`config.mk`:
```
export PLATFORM = sky130hd
export DESIGN_NAME = meter_supervision_events
export DESIGN_NICKNAME = d
export VERILOG_FILES = /design/src/core/meter_pkg.sv /design/src/core/sync3.sv /design/src/core/meter_supervision_events.sv
export SDC_FILE = /design/constraint.sdc
export NUM_CORES = 2
export LEC_CHECK = 0
export BUFFER_PORTS_ARGS = -buffer_cell sky130_fd_sc_hd__buf_2
export CAP_MARGIN = 5
export CORE_MARGIN = 2
export CORE_UTILIZATION = 63
export DETAILED_ROUTE_END_ITERATION = 8
export HOLD_SLACK_MARGIN = 0.06
export MAX_ROUTING_LAYER = met4
export PLACE_DENSITY = 0.81
export SETUP_SLACK_MARGIN = 0.02
export SLEW_MARGIN = 20
export SYNTH_ARGS = -nofsm -noshare
export SYNTH_HDL_FRONTEND = slang
export SYNTH_SLANG_ARGS = --single-unit
```
`constraint.sdc`:
```
create_clock -name aclk -period 22.8 [get_ports aclk]
set_input_delay 1.14 -clock aclk [delete_from_list [all_inputs] [get_ports aclk]]
set_output_delay 1.14 -clock aclk [all_outputs]
set_load 0.005 [all_outputs]
```
`src/core/meter_pkg.sv`:
```
package meter_pkg;

    typedef logic [23:0] word_t;

    // register byte offsets on the AXI4-Lite slave
    localparam logic [5:0] OFF_CONFIG = 6'h00;
    localparam logic [5:0] OFF_STATUS = 6'h04;
    localparam logic [5:0] OFF_MASK = 6'h08;
    localparam logic [5:0] OFF_CYCLE = 6'h0C;
    localparam logic [5:0] OFF_SAG_THR = 6'h10;
    localparam logic [5:0] OFF_SAG_WIN = 6'h14;
    localparam logic [5:0] OFF_NL_INT = 6'h18;
    localparam logic [5:0] OFF_NL_MIN = 6'h1C;
    localparam logic [5:0] OFF_TSCALE = 6'h20;
    localparam logic [5:0] OFF_TEMP_ZERO_OFFSET = 6'h24;
    localparam logic [5:0] OFF_TEMP = 6'h28;
    localparam logic [5:0] OFF_CMD = 6'h2C;
    localparam logic [5:0] OFF_STATE = 6'h30;

    // status bit positions
    localparam int unsigned STAT_READY = 0;
    localparam int unsigned STAT_TEMP = 1;
    localparam int unsigned STAT_SAG = 2;

    // command bytes
    localparam logic [7:0] CMD_SOFT_RESET = 8'h80;
    localparam logic [7:0] CMD_STANDBY = 8'h88;
    localparam logic [7:0] CMD_SLEEP = 8'h90;
    localparam logic [7:0] CMD_POWER_UP = 8'hA0;
    localparam logic [7:0] CMD_START_SINGLE = 8'hE0;
    localparam logic [7:0] CMD_START_CONT = 8'hE8;
    localparam logic [7:0] CMD_START_CONT_APF = 8'hEC;

    // timing: crystal settle, reset pin width, sample and temperature rates
    localparam int unsigned CLK_PERIOD_NS = 20;
    localparam int unsigned RST_PIN_MIN_NS = 50;
    localparam int unsigned RST_PIN_MIN_CYCLES = (RST_PIN_MIN_NS + CLK_PERIOD_NS - 1) / CLK_PERIOD_NS;
    localparam logic [3:0] SETTLE_LAST = 4'h7; // eight crystal periods
    localparam logic [9:0] SAMPLE_DIV_LAST = 10'h3FF; // 1024 divided clocks per sample
    localparam logic [11:0] TEMP_UPDATE_LAST = 12'h8BF; // 2240 samples per result

    typedef enum logic [2:0] {
        PS_RESET = 3'b000,
        PS_SETTLE = 3'b001,
        PS_ACTIVE = 3'b010,
        PS_STANDBY = 3'b011,
        PS_SLEEP = 3'b100
    } pwr_state_e;

    // configuration register layout, divisor in the low nibble
    typedef struct packed {
        logic [17:0] rsvd;
        logic irq_polarity_invert;
        logic irq_pulse_select;
        logic [3:0] divisor;
    } cfg_s;

    typedef struct packed {
        word_t volt;
        word_t energy;
        word_t temp_raw;
    } sample_s;

    typedef struct packed {
        pwr_state_e state;
        logic stby;
        logic slp;
        logic [3:0] settle_cnt;
        logic [3:0] divided_core_clk_cnt;
        logic [9:0] samp_cnt;
        logic samp_stb;
        cfg_s cfg;
        logic [2:0] status;
        logic [2:0] mask;
        word_t cycle, sag_thr, sag_win, nl_int, nl_min, tscale, temp_zero_offset, temp;
        logic conv_run;
        logic conv_cont;
        word_t conv_cnt, sag_cnt, sag_low, nl_cnt;
        logic [39:0] nl_acc;
        logic pulse_en;
        logic [11:0] temp_cnt;
    } core_s;

    localparam cfg_s CFG_RESET = 24'h00_0001;
    localparam word_t CYCLE_RESET = 24'h00_0FA0;
    localparam word_t TSCALE_RESET = 24'h01_0000;

    localparam core_s CORE_DEFAULT = '{
        state: PS_RESET,
        cfg: CFG_RESET,
        cycle: CYCLE_RESET,
        tscale: TSCALE_RESET,
        pulse_en: 1'b1,
        default: '0
    };

endpackage

```
`src/core/sync3.sv`:
```
`timescale 1ns/1ps
`default_nettype none

module sync3 (
    input wire logic clk,
    input wire logic rst_n,
    input wire logic din,
    output logic dout
);
    logic [2:0] stage_r;
    logic [2:0] stage_nxt;
    logic out_r;
    logic out_nxt;

    // the output only moves once the second and third stages agree,
    // so a one-stage glitch never reaches the sequencer
    always_comb begin
        stage_nxt = {stage_r[1:0], din};
        out_nxt = (stage_r[1] == stage_r[2]) ? stage_r[1] : out_r;
    end

    always_ff @(posedge clk) begin
        if (!rst_n) begin
            stage_r <= '0;
            out_r <= 1'b0;
        end else begin
            stage_r <= stage_nxt;
            out_r <= out_nxt;
        end
    end

    assign dout = out_r;

endmodule

`default_nettype wire

```
`src/core/meter_supervision_events.sv`:
```
`timescale 1ns/1ps
`default_nettype none

module meter_supervision_events (
    input wire logic aclk,
    input wire logic aresetn,
    input wire logic [5:0] s_axi_awaddr,
    input wire logic s_axi_awvalid,
    output logic s_axi_awready,
    input wire logic [31:0] s_axi_wdata,
    input wire logic [3:0] s_axi_wstrb,
    input wire logic s_axi_wvalid,
    output logic s_axi_wready,
    output logic [1:0] s_axi_bresp,
    output logic s_axi_bvalid,
    input wire logic s_axi_bready,
    input wire logic [5:0] s_axi_araddr,
    input wire logic s_axi_arvalid,
    output logic s_axi_arready,
    output logic [31:0] s_axi_rdata,
    output logic [1:0] s_axi_rresp,
    output logic s_axi_rvalid,
    input wire logic s_axi_rready,
    input wire logic supply_ok,
    input wire logic reset_pin_n,
    input wire meter_pkg::sample_s adc_sample,
    output logic sample_strobe,
    output logic energy_pulse_enable,
    output logic standby_mode,
    output logic sleep_mode,
    output logic irq_pin
);
    import meter_pkg::*;

    logic supply_ok_s;
    logic pin_ok_s;
    logic aw_rdy_r, aw_rdy_nxt, b_vld_r, b_vld_nxt;
    logic ar_rdy_r, ar_rdy_nxt, r_vld_r, r_vld_nxt;
    logic [1:0] b_resp_r, b_resp_nxt, r_resp_r, r_resp_nxt;
    logic [31:0] r_data_r, r_data_nxt;
    word_t rd_word;
    core_s core_r, core_nxt;
    logic [3:0] kdiv_last;
    logic divided_core_clk_tick, samp_tick, wr_en, cmd_ok;
    logic [7:0] cmd;
    logic [2:0] stat_set, stat_clr;
    word_t abs_v, abs_e, cnt1, low1;
    logic [39:0] acc1;
    logic signed [24:0] t_sum;
    logic signed [49:0] t_prod;
    logic [2:0] masked, masked_prev_r, masked_prev_nxt;
    logic [3:0] pulse_cnt_r, pulse_cnt_nxt;
    logic irq_r, irq_nxt;

    function automatic logic mapped(input logic [5:0] a);
        return (a[1:0] == 2'b00) && (a <= OFF_STATE);
    endfunction

    // byte-lane merge; lane 3 has no storage behind it
    function automatic word_t merge(input word_t old, input logic [31:0] d, input logic [3:0] be);
        word_t m;
        m = old;
        for (int i = 0; i < 3; i++) begin
            if (be[i]) begin
                m[i*8 +: 8] = d[i*8 +: 8];
            end
        end
        return m;
    endfunction

    // supply monitor and reset pin arrive from outside the clock domain
    sync3 u_supply_sync (
        .clk(aclk),
        .rst_n(aresetn),
        .din(supply_ok),
        .dout(supply_ok_s)
    );
    sync3 u_pin_sync (
        .clk(aclk),
        .rst_n(aresetn),
        .din(reset_pin_n),
        .dout(pin_ok_s)
    );

    // write address and data are taken together, one beat per response
    assign wr_en = aw_rdy_r;

    always_comb begin
        unique case (s_axi_araddr)
            OFF_CONFIG: rd_word = core_r.cfg;
            OFF_STATUS: rd_word = {21'h0, core_r.status};
            OFF_MASK: rd_word = {21'h0, core_r.mask};
            OFF_CYCLE: rd_word = core_r.cycle;
            OFF_SAG_THR: rd_word = core_r.sag_thr;
            OFF_SAG_WIN: rd_word = core_r.sag_win;
            OFF_NL_INT: rd_word = core_r.nl_int;
            OFF_NL_MIN: rd_word = core_r.nl_min;
            OFF_TSCALE: rd_word = core_r.tscale;
            OFF_TEMP_ZERO_OFFSET: rd_word = core_r.temp_zero_offset;
            OFF_TEMP: rd_word = core_r.temp;
            OFF_STATE: rd_word = {19'h0, core_r.pulse_en, core_r.conv_run, core_r.state};
            default: rd_word = '0;
        endcase
    end

    // bus handshakes: ready is a one-cycle pulse, response held until taken
    always_comb begin
        aw_rdy_nxt = s_axi_awvalid && s_axi_wvalid && !aw_rdy_r && !b_vld_r;
        b_vld_nxt = aw_rdy_r || (b_vld_r && !s_axi_bready);
        b_resp_nxt = b_resp_r;
        if (aw_rdy_r) begin
            b_resp_nxt = mapped(s_axi_awaddr) ? 2'b00 : 2'b10;
        end
        ar_rdy_nxt = s_axi_arvalid && !ar_rdy_r && !r_vld_r;
        r_vld_nxt = ar_rdy_r || (r_vld_r && !s_axi_rready);
        r_resp_nxt = r_resp_r;
        r_data_nxt = r_data_r;
        if (ar_rdy_r) begin
            r_resp_nxt = mapped(s_axi_araddr) ? 2'b00 : 2'b10;
            r_data_nxt = {8'h00, rd_word};
        end
    end

    always_ff @(posedge aclk) begin
        if (!aresetn) begin
            aw_rdy_r <= 1'b0;
            b_vld_r <= 1'b0;
            b_resp_r <= 2'b00;
            ar_rdy_r <= 1'b0;
            r_vld_r <= 1'b0;
            r_resp_r <= 2'b00;
            r_data_r <= '0;
        end else begin
            aw_rdy_r <= aw_rdy_nxt;
            b_vld_r <= b_vld_nxt;
            b_resp_r <= b_resp_nxt;
            ar_rdy_r <= ar_rdy_nxt;
            r_vld_r <= r_vld_nxt;
            r_resp_r <= r_resp_nxt;
            r_data_r <= r_data_nxt;
        end
    end

    // divisor zero behaves as one so the divided clock never stops
    assign kdiv_last = (core_r.cfg.divisor == 4'h0) ? 4'h0 : core_r.cfg.divisor - 4'h1;
    assign divided_core_clk_tick = (core_r.divided_core_clk_cnt == kdiv_last);
    assign samp_tick = divided_core_clk_tick && (core_r.samp_cnt == SAMPLE_DIV_LAST);
    assign cmd_ok = wr_en && (s_axi_awaddr == OFF_CMD) && s_axi_wstrb[0];
    assign cmd = s_axi_wdata[7:0];
    assign abs_v = adc_sample.volt[23] ? 24'(-adc_sample.volt) : adc_sample.volt;
    assign abs_e = adc_sample.energy[23] ? 24'(-adc_sample.energy) : adc_sample.energy;
    assign t_sum = $signed({adc_sample.temp_raw[23], adc_sample.temp_raw}) + $signed({core_r.temp_zero_offset[23], core_r.temp_zero_offset});
    assign t_prod = t_sum * $signed({1'b0, core_r.tscale});
    assign stat_clr = (wr_en && s_axi_awaddr == OFF_STATUS && s_axi_wstrb[0]) ? s_axi_wdata[2:0] : 3'b000;

    // sequencer, register file and measurement supervision
    always_comb begin
        core_nxt = core_r;
        stat_set = '0;
        cnt1 = '0;
        low1 = '0;
        acc1 = '0;
        core_nxt.divided_core_clk_cnt = divided_core_clk_tick ? 4'h0 : core_r.divided_core_clk_cnt + 4'h1;
        core_nxt.samp_cnt = divided_core_clk_tick ? core_r.samp_cnt + 10'h001 : core_r.samp_cnt;
        core_nxt.samp_stb = samp_tick && core_r.conv_run;
        if (wr_en && core_r.state != PS_RESET) begin
            unique case (s_axi_awaddr)
                OFF_CONFIG: core_nxt.cfg = merge(core_r.cfg, s_axi_wdata, s_axi_wstrb);
                OFF_MASK: core_nxt.mask = s_axi_wstrb[0] ? s_axi_wdata[2:0] : core_r.mask;
                OFF_CYCLE: core_nxt.cycle = merge(core_r.cycle, s_axi_wdata, s_axi_wstrb);
                OFF_SAG_THR: core_nxt.sag_thr = merge(core_r.sag_thr, s_axi_wdata, s_axi_wstrb);
                OFF_SAG_WIN: core_nxt.sag_win = merge(core_r.sag_win, s_axi_wdata, s_axi_wstrb);
                OFF_NL_INT: core_nxt.nl_int = merge(core_r.nl_int, s_axi_wdata, s_axi_wstrb);
                OFF_NL_MIN: core_nxt.nl_min = merge(core_r.nl_min, s_axi_wdata, s_axi_wstrb);
                OFF_TSCALE: core_nxt.tscale = merge(core_r.tscale, s_axi_wdata, s_axi_wstrb);
                OFF_TEMP_ZERO_OFFSET: core_nxt.temp_zero_offset = merge(core_r.temp_zero_offset, s_axi_wdata, s_axi_wstrb);
                default: core_nxt.cfg = core_r.cfg;
            endcase
        end
        if (samp_tick && core_r.conv_run) begin
            // single conversions stop after the programmed cycle count
            core_nxt.conv_cnt = core_r.conv_cnt + 24'h00_0001;
            if (!core_r.conv_cont && core_nxt.conv_cnt >= core_r.cycle) begin
                core_nxt.conv_run = 1'b0;
            end
            // sag window: a zero threshold or window leaves detection idle
            if (core_r.sag_thr != '0 && core_r.sag_win != '0) begin
                cnt1 = core_r.sag_cnt + 24'h00_0001;
                low1 = core_r.sag_low + ((abs_v < core_r.sag_thr) ? 24'h00_0001 : 24'h00_0000);
                core_nxt.sag_cnt = cnt1;
                core_nxt.sag_low = low1;
                if (cnt1 >= core_r.sag_win) begin
                    stat_set[STAT_SAG] = ({low1, 1'b0} > {1'b0, core_r.sag_win});
                    core_nxt.sag_cnt = '0;
                    core_nxt.sag_low = '0;
                end
            end
            // no-load interval; accumulator saturates instead of wrapping
            if (core_r.nl_int == '0) begin
                core_nxt.pulse_en = 1'b1;
            end else begin
                cnt1 = core_r.nl_cnt + 24'h00_0001;
                acc1 = core_r.nl_acc + {16'h0000, abs_e};
                if (acc1 < core_r.nl_acc) begin
                    acc1 = '1;
                end
                core_nxt.nl_cnt = cnt1;
                core_nxt.nl_acc = acc1;
                if (cnt1 >= core_r.nl_int) begin
                    core_nxt.pulse_en = (acc1 >= {16'h0000, core_r.nl_min});
                    core_nxt.nl_cnt = '0;
                    core_nxt.nl_acc = '0;
                end
            end
            // temperature only in continuous mode with a usable cycle count
            if (core_r.conv_cont && core_r.cycle > 24'h00_0001) begin
                core_nxt.temp_cnt = core_r.temp_cnt + 12'h001;
                if (core_r.temp_cnt == TEMP_UPDATE_LAST) begin
                    core_nxt.temp_cnt = '0;
                    core_nxt.temp = t_prod[39:16];
                    stat_set[STAT_TEMP] = 1'b1;
                end
            end
        end
        unique case (core_r.state)
            PS_RESET: begin
                core_nxt = CORE_DEFAULT;
                core_nxt.state = PS_SETTLE;
            end
            PS_SETTLE: begin
                core_nxt.settle_cnt = core_r.settle_cnt + 4'h1;
                if (core_r.settle_cnt == SETTLE_LAST) begin
                    core_nxt.state = PS_ACTIVE;
                    stat_set[STAT_READY] = 1'b1;
                end
            end
            PS_ACTIVE: begin
                if (cmd_ok && (cmd == CMD_START_CONT || cmd == CMD_START_CONT_APF)) begin
                    core_nxt.conv_run = 1'b1;
                    core_nxt.conv_cont = 1'b1;
                    core_nxt.conv_cnt = '0;
                end else if (cmd_ok && cmd == CMD_START_SINGLE) begin
                    core_nxt.conv_run = 1'b1;
                    core_nxt.conv_cont = 1'b0;
                    core_nxt.conv_cnt = '0;
                end else if (cmd_ok && (cmd == CMD_POWER_UP || cmd == CMD_STANDBY || cmd == CMD_SLEEP)) begin
                    core_nxt.conv_run = 1'b0;
                    core_nxt.conv_cont = 1'b0;
                end
                if (cmd_ok && cmd == CMD_STANDBY) begin
                    core_nxt.state = PS_STANDBY;
                end else if (cmd_ok && cmd == CMD_SLEEP) begin
                    core_nxt.state = PS_SLEEP;
                end
            end
            PS_STANDBY: begin
                if (cmd_ok && cmd == CMD_POWER_UP) begin
                    core_nxt.state = PS_ACTIVE;
                    stat_set[STAT_READY] = 1'b1;
                end
            end
            PS_SLEEP: begin
                core_nxt.divided_core_clk_cnt = '0; // oscillator stopped
                core_nxt.samp_cnt = '0;
                if (cmd_ok && cmd == CMD_POWER_UP) begin
                    core_nxt.state = PS_RESET;
                end
            end
            default: core_nxt.state = PS_RESET;
        endcase
        if (core_r.state != PS_RESET) begin
            core_nxt.status = (core_r.status & ~stat_clr) | stat_set;
        end
        if (cmd_ok && cmd == CMD_SOFT_RESET) begin
            core_nxt.state = PS_RESET;
        end
        if (!supply_ok_s || !pin_ok_s) begin
            core_nxt = CORE_DEFAULT;
        end
        core_nxt.stby = (core_nxt.state == PS_STANDBY);
        core_nxt.slp = (core_nxt.state == PS_SLEEP);
    end

    always_ff @(posedge aclk) begin
        if (!aresetn) begin
            core_r <= CORE_DEFAULT;
        end else begin
            core_r <= core_nxt;
        end
    end

    // interrupt pin: level follows masked status, pulses mark new events
    assign masked = core_r.status & core_r.mask;
    always_comb begin
        masked_prev_nxt = masked;
        pulse_cnt_nxt = (pulse_cnt_r != 4'h0) ? pulse_cnt_r - 4'h1 : 4'h0;
        if (core_r.cfg.irq_pulse_select && (masked & ~masked_prev_r) != 3'b000) begin
            pulse_cnt_nxt = kdiv_last + 4'h1;
        end
        if (!core_r.cfg.irq_pulse_select) begin
            irq_nxt = core_r.cfg.irq_polarity_invert ? (masked != 3'b000) : (masked == 3'b000);
        end else begin
            irq_nxt = core_r.cfg.irq_polarity_invert ? (pulse_cnt_nxt != 4'h0) : (pulse_cnt_nxt == 4'h0);
        end
    end

    always_ff @(posedge aclk) begin
        if (!aresetn) begin
            masked_prev_r <= '0;
            pulse_cnt_r <= '0;
            irq_r <= 1'b1;
        end else begin
            masked_prev_r <= masked_prev_nxt;
            pulse_cnt_r <= pulse_cnt_nxt;
            irq_r <= irq_nxt;
        end
    end

    assign s_axi_awready = aw_rdy_r;
    assign s_axi_wready = aw_rdy_r;
    assign s_axi_bvalid = b_vld_r;
    assign s_axi_bresp = b_resp_r;
    assign s_axi_arready = ar_rdy_r;
    assign s_axi_rvalid = r_vld_r;
    assign s_axi_rresp = r_resp_r;
    assign s_axi_rdata = r_data_r;
    assign sample_strobe = core_r.samp_stb;
    assign energy_pulse_enable = core_r.pulse_en;
    assign standby_mode = core_r.stby;
    assign sleep_mode = core_r.slp;
    assign irq_pin = irq_r;

endmodule

`default_nettype wire

```
==> metrics.cfg <==
[clocking]
worstSkewPairLatency_ns=0.62
post-cts-setup-buffer-count=0
cts.sink_count=443
ctsHoldBuffers=0
htreeDepth=2
cts_tree=built
cts_resized=0
path_clk_slew_ns=0.06
cts.path.max_buffers=3
cts_buffers=48
clock_tree.root_cell=clkbuf_16

[power_and_ir_drop]
p_leak_nw=22.50
vdd_ir_drop_max_uv=70.40
p_per_area_nw_per_um2=36.81

[cells_and_area]
fin_cells=6528
layout_commonest_cell=inv_1
area_growth_pct=6.950
final_cell_mix=inv_1 (744), nand2_1 (647), fa_1 (525)
drive_above_1_share_pct=6.770
nNetsFinal=6523

[sta]
final_hold_viol_count=0
timing.fmax_ghz=0.09337
fin_worst_skew_ns=0.03365
maxSlewViolCount=0
fin_hold_ws_ns=0.4210
setup_viol=0
max_slew_margin_pct=17.71
rsz0062_at_grt=false
fin_crit_ns=10.71
min_period_over_period_pct=46.97
tightest_slew_ns=1.226
fin_setup_tns_ns=0
fin_ws_ns=12.09

[synth]
ys_seq_elements=443
synth_flop_cell=dfxtp_1
synth_cells=5532
synthArstFlopShare_pct=0
yosys_warnings=0
synthesis.area_um2=46590
synth.distinct_cells=85
avgSynthCellArea_um2=8.423
synth_edf_count=0
ys_seq_area_share_pct=19.03

[worst_setup_path]
crit_fanout=8
critPathMaxStageDelay_ns=0.90
crit_family=adder cells
critPathSlowestCell=nor4_2
cp-end-kind=flop
crit_top_cell=fa_1
critical_path_class=in2reg
crit_required_ns=23.25
worst-path-buf-inv=7
r2r_setup_slack_ns=12.33
cp-start-kind=input port
arrival_ns=11.16

[drt]
drt_iter0_drc=4058
ant_nets=0
drt_first_pass_iters=8
wirelength_met1_um=51180
vias=39825
top_layer=met4
totalWireLength_um=133900
drc=8
vias_per_cell=6.101
wl_met2_um=61520
wl_met3_um=13480
wl_per_cell_um=20.52

[global_routing]
grt_pass1_wl_um=211500
grt_start_max_net_pins=173
grt_pass1_vias=39471
antenna_found_initial=14
grt_use_total_pct=36.45
grt-ovfl-total=0

[run_status]
outcome=complete, but fails checks
failed_checks=DRC

[place]
dp_hpwl_um=102500
routabilityCongestion=0.9850
port_buffers=155
dp_cells=6424
dp_slack_ns=11.61

[die]
fp.dieH_um=276.0
core-area_um2=73080
io_pins=175
dieArea_um2=76150
initial_core_util_pct=63.76
rows=99
dieWidth_um=276.0

[min_path]
hold_class=reg2reg

[flow_run]
maxCapViolCount=0

## state kept, by name, indices dropped and copies added (netlist names), 3 cells and up
signal,cells
u_pin_sync.stage_r,3
s_axi_rdata,24
core_r,393
pulse_cnt_r,4
masked_prev_r,3
u_supply_sync.stage_r,3
## layer usage
metal,up-vias,track usage (%)
met5,-,-
met4,0,18.39
met3,437,7.006
met2,1929,57.39
met1,19320,44.84
li1,18139,-
## power by group
group	leakage, nW	switching (mW)	internal, mW
logic	18.1	0.123	0.0676
clock network	0.856	0.347	0.521
registers	3.57	0.000659	0.775
## metrics by stage
step / cell area, um^2 / power, mW / utilization [%]
after CTS: 49790 / 1.835 / 68.13
final: 49830 / 1.834 / 68.19
after global routing: 49830 / 1.883 / 68.18
after floorplan: 46630 / 0.9128 / -
after detailed placement: 48040 / 0.9775 / 65.74
after global placement: 48040 / 0.9733 / 65.74
## logic make-up after synthesis
group           synth area share (%)
fa+ha+maj                      32.11
other cells                 0.008048
xor+xnor                       5.003
compound gates                 12.16
flops                          19.03
simple gates                   19.46
buf+inv                        8.716
mux                            3.507
## final timing paths
| path | start | depth (start not counted) | end |
|---|---|---|---|
| min | u_pin_sync.stage_r[0]$_SDFF_PN0_ | 1 | u_pin_sync.stage_r[1]$_SDFF_PN0_ |
| max | adc_sample[0] | 36 | core_r[174]$_SDFFE_PP0P_ |
| min reg2reg | u_pin_sync.stage_r[0]$_SDFF_PN0_ | 1 | u_pin_sync.stage_r[1]$_SDFF_PN0_ |
| max reg2reg | core_r[175]$_SDFFE_PP0P_ | 35 | core_r[174]$_SDFFE_PP0P_ |
## synthesized netlist by cell type, drive strengths merged, types with 9 or more instances
| cell | n | area share (%) |
|---|---|---|
| inv | 746 | 6.0 |
| nand2 | 651 | 5.3 |
| fa | 525 | 23 |
| dfxtp | 443 | 19 |
| ha | 354 | 9.5 |
| nor2 | 354 | 2.9 |
| and2 | 281 | 3.8 |
| a21oi | 277 | 3.0 |
| clkbuf | 253 | 2.0 |
| xnor2 | 170 | 3.2 |
| mux2i | 161 | 3.5 |
| nand3 | 161 | 1.7 |
| o21ai | 152 | 1.6 |
| a21o | 96 | 1.5 |
| xor2 | 91 | 1.7 |
| and3 | 68 | 0.91 |
| a22oi | 66 | 1.1 |
| a211oi | 64 | 1.0 |
| nor3 | 60 | 0.68 |
| buf | 52 | 0.67 |
| nand2b | 48 | 0.64 |
| nand4 | 46 | 0.62 |
| nor4 | 44 | 0.62 |
| nor2b | 42 | 0.56 |
| or3 | 40 | 0.54 |
| a221oi | 38 | 0.86 |
| o21a | 28 | 0.45 |
| nand3b | 22 | 0.35 |
| a222oi | 18 | 0.39 |
| o31ai | 16 | 0.26 |
| and4 | 15 | 0.28 |
| o21bai | 15 | 0.24 |
| a31oi | 14 | 0.19 |
| o2111ai | 11 | 0.21 |
| o41ai | 9 | 0.17 |
| or4 | 9 | 0.15 |
## area by class of cell
| class | count | area (um^2) |
|---|---|---|
| timing repair buffer | 229 | 1344 |
| multi-input combinational | 4047 | 33830 |
| antenna | 15 | 37.54 |
| inverter | 746 | 2800 |
| fill | 5910 | 23250 |
| sequential | 443 | 8870 |
| clock buffer | 68 | 1398 |
| tap | 959 | 1200 |
| clock inverter | 21 | 351.6 |
Note: power is estimated with default switching activity, not from simulation.
